**src/pkg/gpi_irq_consts.svh**
```systemverilog
// Summary of operation
// - Column mask bit n masks column n, default masked.
// - Row edge-select register at offset 0x5a.
// - Column edge-select register at offset 0x5b.
// - Clear: rising only; set: both edges.
// - Column mask register at offset 0x59.
`ifndef GPI_IRQ_CONSTS_SVH
`define GPI_IRQ_CONSTS_SVH
`define COL_MASK_OFFSET 8'h59
`define ROW_EDGE_OFFSET 8'h5a
`define COL_EDGE_OFFSET 8'h5b
`define STATUS_OFFSET 8'h60
`define CLEAR_OFFSET 8'h61
`define ENABLE_OFFSET 8'h62
`define COL_MASK_RESET 8'hff
`define EDGE_RESET 8'h00
`define STATUS_ROW_LSB 0
`define STATUS_COL_LSB 8
`endif

```
**src/pkg/gpi_irq_pkg.sv**
```systemverilog
package gpi_irq_pkg;
   typedef enum logic [1:0] {
      bus_idle = 2'b00,
      bus_answer = 2'b01
   } bus_state_type;
endpackage

```
**src/hdl/edge_qualifier.sv**
```systemverilog
`timescale 1ns/1ps
`include "gpi_irq_consts.svh"
module edge_qualifier #(
   parameter int WIDTH = 8
) (
   // Clock and reset
   input wire logic ref_clk,
   input wire logic nrst,
   // Pin side
   input wire logic [WIDTH-1:0] pins,
   // Settings
   input wire logic [WIDTH-1:0] both_edges,
   input wire logic [WIDTH-1:0] mask,
   // Qualified events
   output logic [WIDTH-1:0] events
);
   logic [WIDTH-1:0] sync1;
   logic [WIDTH-1:0] sync2;
   logic [WIDTH-1:0] prev;

   always_ff @(posedge ref_clk or negedge nrst) begin
      if (!nrst) begin
         sync1 <= '0;
         sync2 <= '0;
         prev <= '0;
      end else begin
         sync1 <= pins;
         sync2 <= sync1;
         prev <= sync2;
      end
   end

   // Falls count only where both edges are selected.
   always_comb begin
      events = (sync2 & ~prev) | (both_edges & ~sync2 & prev);
      events = events & ~mask;
   end

   rise_a: assert property (@(posedge ref_clk) disable iff (!nrst)
      (sync2[0] && !prev[0] && !mask[0]) |-> events[0])
      else $error("rising edge not reported");
   fall_a: assert property (@(posedge ref_clk) disable iff (!nrst)
      (!sync2[0] && prev[0] && !both_edges[0]) |-> !events[0])
      else $error("fall reported in rising mode");
   fall_both_a: assert property (@(posedge ref_clk) disable iff (!nrst)
      (!sync2[0] && prev[0] && both_edges[0] && !mask[0]) |-> events[0])
      else $error("fall not reported in both-edge mode");
   masked_a: assert property (@(posedge ref_clk) disable iff (!nrst)
      |(events & mask) == 1'b0)
      else $error("masked input raised an event");
endmodule // edge_qualifier

```
**src/hdl/gpi_irq_mask_edge_select.sv**
```systemverilog
`timescale 1ns/1ps
`include "gpi_irq_consts.svh"
module gpi_irq_mask_edge_select
   import gpi_irq_pkg::*;
#(
   parameter int LINES = 8
) (
   // Clock and reset
   input wire logic ref_clk,
   input wire logic nrst,
   // Avalon-MM slave
   input wire logic [7:0] address,
   input wire logic read,
   input wire logic write,
   input wire logic [31:0] writedata,
   output logic [31:0] readdata,
   output logic waitrequest,
   // Matrix pins used as general purpose inputs
   input wire logic [LINES-1:0] matrix_line_inputs,
   input wire logic [LINES-1:0] matrix_column_inputs,
   // Interrupt
   output logic irq
);
   logic [LINES-1:0] column_interrupt_mask;
   logic [LINES-1:0] row_edge_select;
   logic [LINES-1:0] column_edge_select;
   logic [2*LINES-1:0] status;
   logic [2*LINES-1:0] enable;
   logic [LINES-1:0] row_events;
   logic [LINES-1:0] col_events;
   logic [LINES-1:0] row_mask_none;
   bus_state_type state;
   logic [31:0] next_readdata;
   logic wr_take;
   logic [2*LINES-1:0] clear_bits;
   logic [5:0] sel;

   // Bit positions of the one-hot register select.
   localparam int SEL_COL_MASK = 0;
   localparam int SEL_ROW_EDGE = 1;
   localparam int SEL_COL_EDGE = 2;
   localparam int SEL_STATUS = 3;
   localparam int SEL_CLEAR = 4;
   localparam int SEL_ENABLE = 5;

   // One decode feeds the read mux, the write path and the clear strobe,
   // so a register cannot read back at one offset and write at another.
   function automatic logic [5:0] reg_select(input logic [7:0] a);
      reg_select = 6'h00;
      if (a == `COL_MASK_OFFSET) begin
         reg_select[SEL_COL_MASK] = 1'b1;
      end else if (a == `ROW_EDGE_OFFSET) begin
         reg_select[SEL_ROW_EDGE] = 1'b1;
      end else if (a == `COL_EDGE_OFFSET) begin
         reg_select[SEL_COL_EDGE] = 1'b1;
      end else if (a == `STATUS_OFFSET) begin
         reg_select[SEL_STATUS] = 1'b1;
      end else if (a == `CLEAR_OFFSET) begin
         reg_select[SEL_CLEAR] = 1'b1;
      end else if (a == `ENABLE_OFFSET) begin
         reg_select[SEL_ENABLE] = 1'b1;
      end
   endfunction

   assign sel = reg_select(address);

   // Row masking lives elsewhere; rows here are always unmasked.
   assign row_mask_none = '0;

   edge_qualifier #(.WIDTH(LINES)) row_edges (
      .ref_clk(ref_clk),
      .nrst(nrst),
      .pins(matrix_line_inputs),
      .both_edges(row_edge_select),
      .mask(row_mask_none),
      .events(row_events)
   );

   edge_qualifier #(.WIDTH(LINES)) col_edges (
      .ref_clk(ref_clk),
      .nrst(nrst),
      .pins(matrix_column_inputs),
      .both_edges(column_edge_select),
      .mask(column_interrupt_mask),
      .events(col_events)
   );

   // Every access takes one wait cycle, so the answer is registered.
   always_ff @(posedge ref_clk or negedge nrst) begin
      if (!nrst) begin
         state <= bus_idle;
      end else begin
         case (state)
            bus_idle: begin
               if (read || write) begin
                  state <= bus_answer;
               end
            end
            default: begin
               state <= bus_idle;
            end
         endcase
      end
   end

   assign waitrequest = (read || write) && (state == bus_idle);
   assign wr_take = write && (state == bus_answer);

   always_comb begin
      next_readdata = 32'h00000000;
      if (sel[SEL_COL_MASK]) begin
         next_readdata[LINES-1:0] = column_interrupt_mask;
      end else if (sel[SEL_ROW_EDGE]) begin
         next_readdata[LINES-1:0] = row_edge_select;
      end else if (sel[SEL_COL_EDGE]) begin
         next_readdata[LINES-1:0] = column_edge_select;
      end else if (sel[SEL_STATUS]) begin
         next_readdata[2*LINES-1:0] = status;
      end else if (sel[SEL_ENABLE]) begin
         next_readdata[2*LINES-1:0] = enable;
      end
   end

   always_ff @(posedge ref_clk or negedge nrst) begin
      if (!nrst) begin
         readdata <= 32'h00000000;
      end else if (read && state == bus_idle) begin
         readdata <= next_readdata;
      end
   end

   always_ff @(posedge ref_clk or negedge nrst) begin
      if (!nrst) begin
         column_interrupt_mask <= `COL_MASK_RESET;
         row_edge_select <= `EDGE_RESET;
         column_edge_select <= `EDGE_RESET;
         enable <= '0;
      end else if (wr_take) begin
         if (sel[SEL_COL_MASK]) begin
            column_interrupt_mask <= writedata[LINES-1:0];
         end else if (sel[SEL_ROW_EDGE]) begin
            row_edge_select <= writedata[LINES-1:0];
         end else if (sel[SEL_COL_EDGE]) begin
            column_edge_select <= writedata[LINES-1:0];
         end else if (sel[SEL_ENABLE]) begin
            enable <= writedata[2*LINES-1:0];
         end
      end
   end

   always_comb begin
      clear_bits = '0;
      if (wr_take && sel[SEL_CLEAR]) begin
         clear_bits = writedata[2*LINES-1:0];
      end
   end

   // A new event in the clearing cycle survives the clear.
   always_ff @(posedge ref_clk or negedge nrst) begin
      if (!nrst) begin
         status <= '0;
      end else begin
         status <= (status & ~clear_bits) | {col_events, row_events};
      end
   end

   assign irq = |(status & enable);

   // A column status bit may only rise from an event of an unmasked column.
   col_mask_a: assert property (@(posedge ref_clk)
      disable iff (!nrst)
      ((status[2*LINES-1:LINES] & ~$past(status[2*LINES-1:LINES]))
      & $past(column_interrupt_mask)) == '0)
      else $error("masked column set its status bit");
   wr_mask_a: assert property (@(posedge ref_clk)
      disable iff (!nrst)
      (wr_take && address == `COL_MASK_OFFSET)
      |=> column_interrupt_mask == $past(writedata[LINES-1:0]))
      else $error("column mask write lost");
   wr_row_edge_a: assert property (@(posedge ref_clk)
      disable iff (!nrst)
      (wr_take && address == `ROW_EDGE_OFFSET)
      |=> row_edge_select == $past(writedata[LINES-1:0]))
      else $error("row edge-select write lost");
   wr_col_edge_a: assert property (@(posedge ref_clk)
      disable iff (!nrst)
      (wr_take && address == `COL_EDGE_OFFSET)
      |=> column_edge_select == $past(writedata[LINES-1:0]))
      else $error("column edge-select write lost");
   wr_enable_a: assert property (@(posedge ref_clk)
      disable iff (!nrst)
      (wr_take && address == `ENABLE_OFFSET)
      |=> enable == $past(writedata[2*LINES-1:0]))
      else $error("enable write lost");

   sticky_event_a: assert property (@(posedge ref_clk)
      disable iff (!nrst)
      (row_events[0]) |=> status[0])
      else $error("event did not set status");
   status_hold_a: assert property (@(posedge ref_clk)
      disable iff (!nrst)
      ($past(status) & ~$past(clear_bits) & ~status) == '0)
      else $error("status bit dropped without a clear");
   status_cause_a: assert property (@(posedge ref_clk)
      disable iff (!nrst)
      (status & ~$past(status) & ~$past({col_events, row_events})) == '0)
      else $error("status bit set without an event");
   clear_a: assert property (@(posedge ref_clk)
      disable iff (!nrst)
      (wr_take && address == `CLEAR_OFFSET)
      |=> (status & $past(writedata[2*LINES-1:0])
      & ~$past({col_events, row_events})) == '0)
      else $error("cleared status bit stayed set");
   irq_level_a: assert property (@(posedge ref_clk) disable iff (!nrst)
      irq == |(status & enable))
      else $error("interrupt output disagrees with status");
   bus_answer_a: assert property (@(posedge ref_clk) disable iff (!nrst)
      (read && waitrequest) |=> !waitrequest)
      else $error("read not answered in one cycle");
   write_answer_a: assert property (@(posedge ref_clk) disable iff (!nrst)
      (write && waitrequest) |=> !waitrequest)
      else $error("write not answered in one cycle");
   read_upper_a: assert property (@(posedge ref_clk) disable iff (!nrst)
      (read && !waitrequest) |-> readdata[31:2*LINES] == '0)
      else $error("unused read data bits not zero");
endmodule // gpi_irq_mask_edge_select

```
**config.mk**
```make
export PLATFORM = sky130hd
export DESIGN_NAME = gpi_irq_mask_edge_select
export DESIGN_NICKNAME = d
export VERILOG_FILES = /design/src/pkg/gpi_irq_pkg.sv /design/src/hdl/edge_qualifier.sv /design/src/hdl/gpi_irq_mask_edge_select.sv
export VERILOG_INCLUDE_DIRS = /design/src /design/src/pkg
export SDC_FILE = /design/constraint.sdc
export NUM_CORES = 1
export LEC_CHECK = 0
export ABC_AREA = 0
export BUFFER_PORTS_ARGS = -buffer_cell sky130_fd_sc_hd__buf_2
export CORE_MARGIN = 2
export CORE_UTILIZATION = 50
export CTS_BUF_LIST = sky130_fd_sc_hd__clkbuf_4
export CTS_CLUSTER_DIAMETER = 80
export DETAILED_ROUTE_END_ITERATION = 6
export PLACE_DENSITY_LB_ADDON = 0.12
export SYNTH_ARGS = -nofsm -noshare
export SYNTH_HDL_FRONTEND = slang
export SYNTH_SLANG_ARGS = --single-unit
export TNS_END_PERCENT = 50
```
**constraint.sdc**
```tcl
create_clock -name ref_clk -period 1.7 [get_ports ref_clk]
set_input_delay 0.17 -clock ref_clk [delete_from_list [all_inputs] [get_ports ref_clk]]
set_output_delay 0.17 -clock ref_clk [all_outputs]
set_load 0.02 [all_outputs]
```
==> flow_metrics.env, run 1 <==
export IMPL_antennaDiodeCount=0
export IMPL_min_period_over_period_pct=118
export IMPL_power_frac_seq_pct=55.3
export IMPL_rsz0062_at_grt="true"
export IMPL_status="complete, but fails checks"
export IMPL_violations="setup timing"
export IMPL_max_clock_freq_mhz=498
export IMPL_final_cell_mix="dfrtp_1, buf_2, nand2_1"
export IMPL_clkSinkCount=121
export IMPL_critPathCaptureType="output pin"
export IMPL_placement_io_buffers=61
export IMPL_drv_cap=0
export IMPL_netlist_instances=373
export IMPL_hold_class="in2async"
export IMPL_p_int_mw=4.08
export IMPL_grt_pass1_wl_mm=17.8
export IMPL_grt_pass1_vias=3417
export IMPL_combPwrFrac_pct=10.1
export IMPL_via_per_inst=5.15
export IMPL_criticalPathCategory="reg2out"
export IMPL_area_growth_pct=27.1
export IMPL_synth_cell_types=36
export IMPL_critPathRequiredTime_ns=1.53
export IMPL_crit_fanout=2
export IMPL_finalSetupViolCount=1
export IMPL_numCtsBuffers=17
export IMPL_ys_seq_elements=121
export IMPL_clkPwrFrac_pct=34.6
export IMPL_io_pins=94
export IMPL_clkTransAtPathRegs_ns=0.10
export IMPL_worstSetupStartpointType="flop"
export IMPL_powerDensity_mw_per_mm2=880
export IMPL_cts_tree="done"
export IMPL_hold_viol=0
export IMPL_drive_gt1_share_pct=36.8
export IMPL_tns_ns=-0.309
export IMPL_wl_mm=11.1
export IMPL_met1_length_mm=4.85
export IMPL_final_common_cell="dfrtp_1"
export IMPL_finalNetCount=572
export IMPL_die_area_mm2=0.0107
export IMPL_fill_cells=779
export IMPL_num_rows=36
export IMPL_yosysSeqAreaShare_pct=61.7
export IMPL_cts_buffer_depth=2
export IMPL_die_w_um=103
export IMPL_synthFlopType="dfrtp_1"
export IMPL_crit_arrival_ns=1.84
export IMPL_async_flop_share_pct=100
export IMPL_drc_errors=0
export IMPL_grt_usage_pct=22.8
export IMPL_first_pass_iters=4
export IMPL_reg_largest_list="enable x16, readdata x16, status x16"
export IMPL_synth_edff_count=0
export IMPL_clock_latency_ns=0.49
export IMPL_fp_dieH_um=103
export IMPL_drtIter0Drc=138
export IMPL_ff2ff_setup_slack_ns=0.08
export IMPL_vdd_drop_max_v=0.000554
export IMPL_initial_utilization_pct=50.8
export IMPL_dp_final_hpwl_mm=7.66
export IMPL_avgSynthCellArea_um2=13.2
export IMPL_wl_met3_um=451
export IMPL_wl_met2_mm=5.70
export IMPL_place_gp_congestion=0.875
export IMPL_grt_ovfl_total=0
export IMPL_hold_slack_ns=0.169
export IMPL_grt_max_degree=39
export IMPL_htree_levels=4
export IMPL_clock_skew_final_ns=0.0125
export IMPL_synthesis_area_mm2=0.00492
export IMPL_slew_violations=0
export IMPL_cts_root_buf="clkbuf_4"
export IMPL_antenna_left=0
export IMPL_dr_total_vias=3386
export IMPL_fin_ws_ns=-0.309
export IMPL_routedWlPerCell_um=16.9
export IMPL_top_layer="met4"
export IMPL_antenna_found_initial=0
export IMPL_ys_warn_count=0
export IMPL_period_needed_ns=2.01
export IMPL_core_area_mm2=0.00968
export IMPL_swShare_pct=25.8
export IMPL_p_sw_mw=1.42
export IMPL_leakage_nw=2.99
## logic make-up after synthesis
family	count (synthesis)	synth area share, %
AO/OA/AOI/OAI	54	8.62
multiplexers	69	15.2
buffers and inverters	37	4.57
flip-flops	121	61.7
AND/OR/NAND/NOR	91	9.86
other	1	0.0762
## through the flow
step	util [%]	worst slack, ns	std cells	area [µm²]	total power, mW
final	64.6	-0.309	657	6260	5.51
after global routing	64.6	-0.401	657	6260	5.77
after CTS	64.4	-0.309	655	6240	5.56
after detailed placement	57.7	-0.335	587	5590	3.58
after global placement	57.7	-0.281	587	5590	3.57
after floorplan	-	-0.210	388	5010	3.35
## worst max-delay path, stage by stage, from the launching register on
cell and delay [ns]:
dfrtp_1 0.40, a22o_1 0.26, a221oi_2 0.18, buf_4 0.16, nand4_1 0.17, buf_6 0.19
## power by group through the flow
stage	Sequential, mW	Combinational (mW)	Clock (mW)
2_1_floorplan	3.10	0.248	0
3_3_place_gp	3.10	0.468	0
3_5_place_dp	3.10	0.477	0
4_1_cts	3.05	0.549	1.96
5_1_grt	3.06	0.611	2.09
6_report	3.05	0.555	1.91
## synthesized netlist by cell type (all sizes together), types with 2 or more instances
library cell	instances	area share [%]
o21ai	8	0.81
nand2	40	3.0
nand3	5	0.51
dfstp	8	4.3
buf	25	3.7
nor2b	11	1.4
nor2	17	1.3
a31oi	3	0.38
inv	8	0.61
a221oi	4	0.71
a22o	9	1.6
dfrtp	113	57
nand2b	6	0.76
a22oi	3	0.46
mux2i	24	4.9
mux2	45	10
o2bb2ai	8	1.4
nor3	3	0.76
o211ai	5	0.76
clkbuf	4	0.30
or3b	2	0.46
o21a	3	0.46
a221o	8	1.6
o22ai	3	0.38
## path summary, 6_finish.rpt
check / startpoint / end / depth (start not counted)
setup / recovery: enable[1]$_DFFE_PN0P_ / irq / 5
hold / removal: nrst / row_edges.sync1[0]$_DFF_PN0_ / 2
setup reg to reg: state[0]$_DFFE_PN0P_ / enable[10]$_DFFE_PN0P_ / 4
hold reg to reg: col_edges.sync1[3]$_DFF_PN0_ / col_edges.sync2[3]$_DFF_PN0_ / 0
max in group asynchronous: nrst / column_interrupt_mask[2]$_DFFE_PN1P_ / 3
min in group ref_clk: read / readdata[11]$_DFFE_PN0P_ / 5
## per-layer routing
metal  track usage [%]  vias to the layer above
li1                  -                     1579
met1              31.0                     1718
met2              37.5                       76
met3              4.10                       13
met4              7.59                        0
met5                 0                        -
## final cells by class
class                           count  area, µm²  area share (%)
Multi-Input combinational cell    230       1780            28.4
Tap cell                          133        166            2.66
Inverter                            8       30.0           0.480
Clock buffer                       17        128            2.04
Sequential cell                   121       3040            48.6
Clock inverter                     14        133            2.12
Timing Repair Buffer              134        987            15.8
## timing repair
action | in CTS | in global routing
gates resized for setup | 5 | 1
pin swaps | 1 | 1
hold buffers | 35 | 0
setup buffers | 2 | 2
hold endpoints to repair | 108 | 0
endpoints found under the setup margin | 1 | 4
Note: power is estimated with default switching activity, not from simulation.
==> run 2, diff against run 1 <==
--- a/config.mk
+++ b/config.mk
@@ -14,6 +14,7 @@
 export CTS_CLUSTER_DIAMETER = 80
 export DETAILED_ROUTE_END_ITERATION = 6
 export PLACE_DENSITY_LB_ADDON = 0.12
+export RECOVER_POWER = 100
 export SYNTH_ARGS = -nofsm -noshare
 export SYNTH_HDL_FRONTEND = slang
 export SYNTH_SLANG_ARGS = --single-unit
==> run 2 against run 1 <==
Compared with the run above:
- the flow still finishes with violations (setup timing)
- register-to-register slack worse by 0.07 ns
- worst setup slack worse by 0.0024 ns
- clock power about the same
- critical endpoint unchanged
- via count down 0.80%
- cell count unchanged
==> flow_metrics.env, run 2 (same netlist as run 1, synthesis figures left out) <==
export IMPL_status="complete, but fails checks"
export IMPL_violations="setup timing"
export IMPL_drive_gt1_share_pct=32.3
export IMPL_io_pins=94
export IMPL_worstSetupStartpointType="flop"
export IMPL_cts_root_buf="clkbuf_4"
export IMPL_fin_ws_ns=-0.311
export IMPL_num_rows=36
export IMPL_power_total_mw=5.49
export IMPL_grt_usage_pct=22.8
export IMPL_ff2ff_setup_slack_ns=0.01
export IMPL_max_clock_freq_mhz=497
export IMPL_clock_skew_final_ns=0.0123
export IMPL_grt_ovfl_total=0
export IMPL_placement_io_buffers=61
export IMPL_htree_levels=4
export IMPL_powerDensity_mw_per_mm2=894
export IMPL_drv_cap=0
export IMPL_min_period_over_period_pct=118
export IMPL_power_frac_seq_pct=55.6
export IMPL_slowest_delay_ns=0.40
export IMPL_critPathCaptureType="output pin"
export IMPL_antenna_left=0
export IMPL_slew_violations=0
export IMPL_fill_cells=802
export IMPL_wl_mm=11.1
export IMPL_tns_ns=-0.311
export IMPL_clkTransAtPathRegs_ns=0.11
export IMPL_hold_depth=5
export IMPL_dr_total_vias=3359
export IMPL_crit_buf_inv=2
export IMPL_drtIter0Drc=146
export IMPL_hold_viol=0
export IMPL_antenna_found_initial=0
export IMPL_instances_no_fill=657
export IMPL_top_usage_layer="met2"
export IMPL_cts_tree="done"
export IMPL_reg_largest_list="enable x16, readdata x16, status x16"
export IMPL_use_met2_pct=37.5
export IMPL_final_cell_mix="dfrtp_1, buf_2, nand2_1"
export IMPL_cts_buffer_depth=2
export IMPL_final_common_cell="dfrtp_1"
export IMPL_rsz0062_at_grt="true"
export IMPL_via_per_inst=5.11
export IMPL_vdd_drop_max_v=0.000555
export IMPL_met3_usage_pct=4.10
export IMPL_initial_utilization_pct=50.8
export IMPL_dp_slack_ns=-0.335
export IMPL_swShare_pct=25.9
export IMPL_combPwrFrac_pct=9.7
export IMPL_crit_arrival_ns=1.84
export IMPL_drc_errors=0
export IMPL_place_area_mm2=0.00559
export IMPL_relSlewSlack_pct=42.8
export IMPL_dp_final_hpwl_mm=7.66
export IMPL_area_growth_pct=24.6
export IMPL_finalSetupViolCount=1
export IMPL_crit_family="compound AO/OA/AOI/OAI gates"
export IMPL_critPathRequiredTime_ns=1.53
export IMPL_hold_slack_ns=0.269
export IMPL_r2r_cells=5
export IMPL_leakage_nw=2.86
export IMPL_clkSinkCount=121
export IMPL_grt_pass1_vias=3417
export IMPL_post_route_util_pct=63.4
export IMPL_place_gp_congestion=0.875
export IMPL_finalNetCount=572
export IMPL_p_int_mw=4.07
export IMPL_grt_max_degree=39
export IMPL_grt_pass1_wl_mm=17.8
export IMPL_dpl_cell_count=587
export IMPL_final_area_mm2=0.00614
export IMPL_core_area_mm2=0.00968
export IMPL_path_cells="a22o_1 > a221oi_2 > buf_4 > nand4_1 > buf_6"
export IMPL_cp_depth=5
export IMPL_criticalPathCategory="reg2out"
export IMPL_fp_dieH_um=103
export IMPL_clock_latency_ns=0.49
export IMPL_p_sw_mw=1.42
export IMPL_die_w_um=103
export IMPL_slowest_stage="dfrtp_1"
export IMPL_first_pass_iters=4
export IMPL_clkPwrFrac_pct=34.8
export IMPL_routedWlPerCell_um=16.9
export IMPL_period_needed_ns=2.01
export IMPL_numCtsBuffers=17
export IMPL_hold_class="in2reg"
export IMPL_antennaDiodeCount=0
export IMPL_crit_fanout=2
export IMPL_grt_util_met1_pct=31.0
export IMPL_die_area_mm2=0.0107
export IMPL_tightest_slew_ns=0.859
## run 2: changes by cell type in the layout (fill, tap and decap cells not counted), moves of 2 or more
| cell | change |
|---|---|
| buf_12 | -3 |
| buf_2 | -15 |
| buf_4 | -14 |
| clkbuf_1 | +21 |
| clkbuf_2 | +6 |
| clkbuf_4 | +5 |
| nor3_2 | +2 |
| nor3_4 | -2 |
## run 2: worst paths after layout
| kind | start | end |
|---|---|---|
| max in group asynchronous | nrst | column_interrupt_mask[1]$_DFFE_PN1P_ |
| min in group asynchronous | nrst | row_edges.sync1[0]$_DFF_PN0_ |
| hold reg to reg | col_edges.sync1[3]$_DFF_PN0_ | col_edges.sync2[3]$_DFF_PN0_ |
| setup / recovery | enable[1]$_DFFE_PN0P_ | irq |
| hold / removal | address[0] | readdata[1]$_DFFE_PN0P_ |
| setup reg to reg | state[0]$_DFFE_PN0P_ | column_edge_select[5]$_DFFE_PN0P_ |
## run 2: tightest hold or removal path, delay by kind of cell
| kind | cells | cell delay [ns] |
|---|---|---|
| AND/OR/NAND/NOR | 1 | 0.12 |
| AO/OA/AOI/OAI | 2 | 0.22 |
| buffers and inverters | 2 | 0.23 |
## run 2: layout make-up
class	count	area, µm²	area share [%]
inverters	8	30.0	0.489
flip-flops and latches	121	3040	49.5
clock buffers	17	128	2.08
repair buffers	134	893	14.6
well taps	133	166	2.71
clock inverters	14	133	2.16
multi-input cells	230	1750	28.5
## run 2: timing repair
action                     in CTS  in global routing
hold endpoints to repair      108                  0
resized for setup               5                  1
hold buffers                   35                  0
buffers inserted                2                  2
setup endpoints to repair       1                  4
pin swaps                       1                  1
## run 2: metal layers
metal	part of all wire (%)	vias up
met5	0	-
met4	1.1	0
met3	3.2	12
met2	51	75
met1	44	1697
li1	-	1575
## run 2: power groups by stage
stage / logic, mW / clock network (mW) / registers, mW
floorplan: 0.248 / 0 / 3.10
global placement: 0.468 / 0 / 3.10
detailed placement: 0.477 / 0 / 3.10
CTS: 0.549 / 1.96 / 3.05
global route: 0.587 / 2.09 / 3.06
finish: 0.531 / 1.91 / 3.05
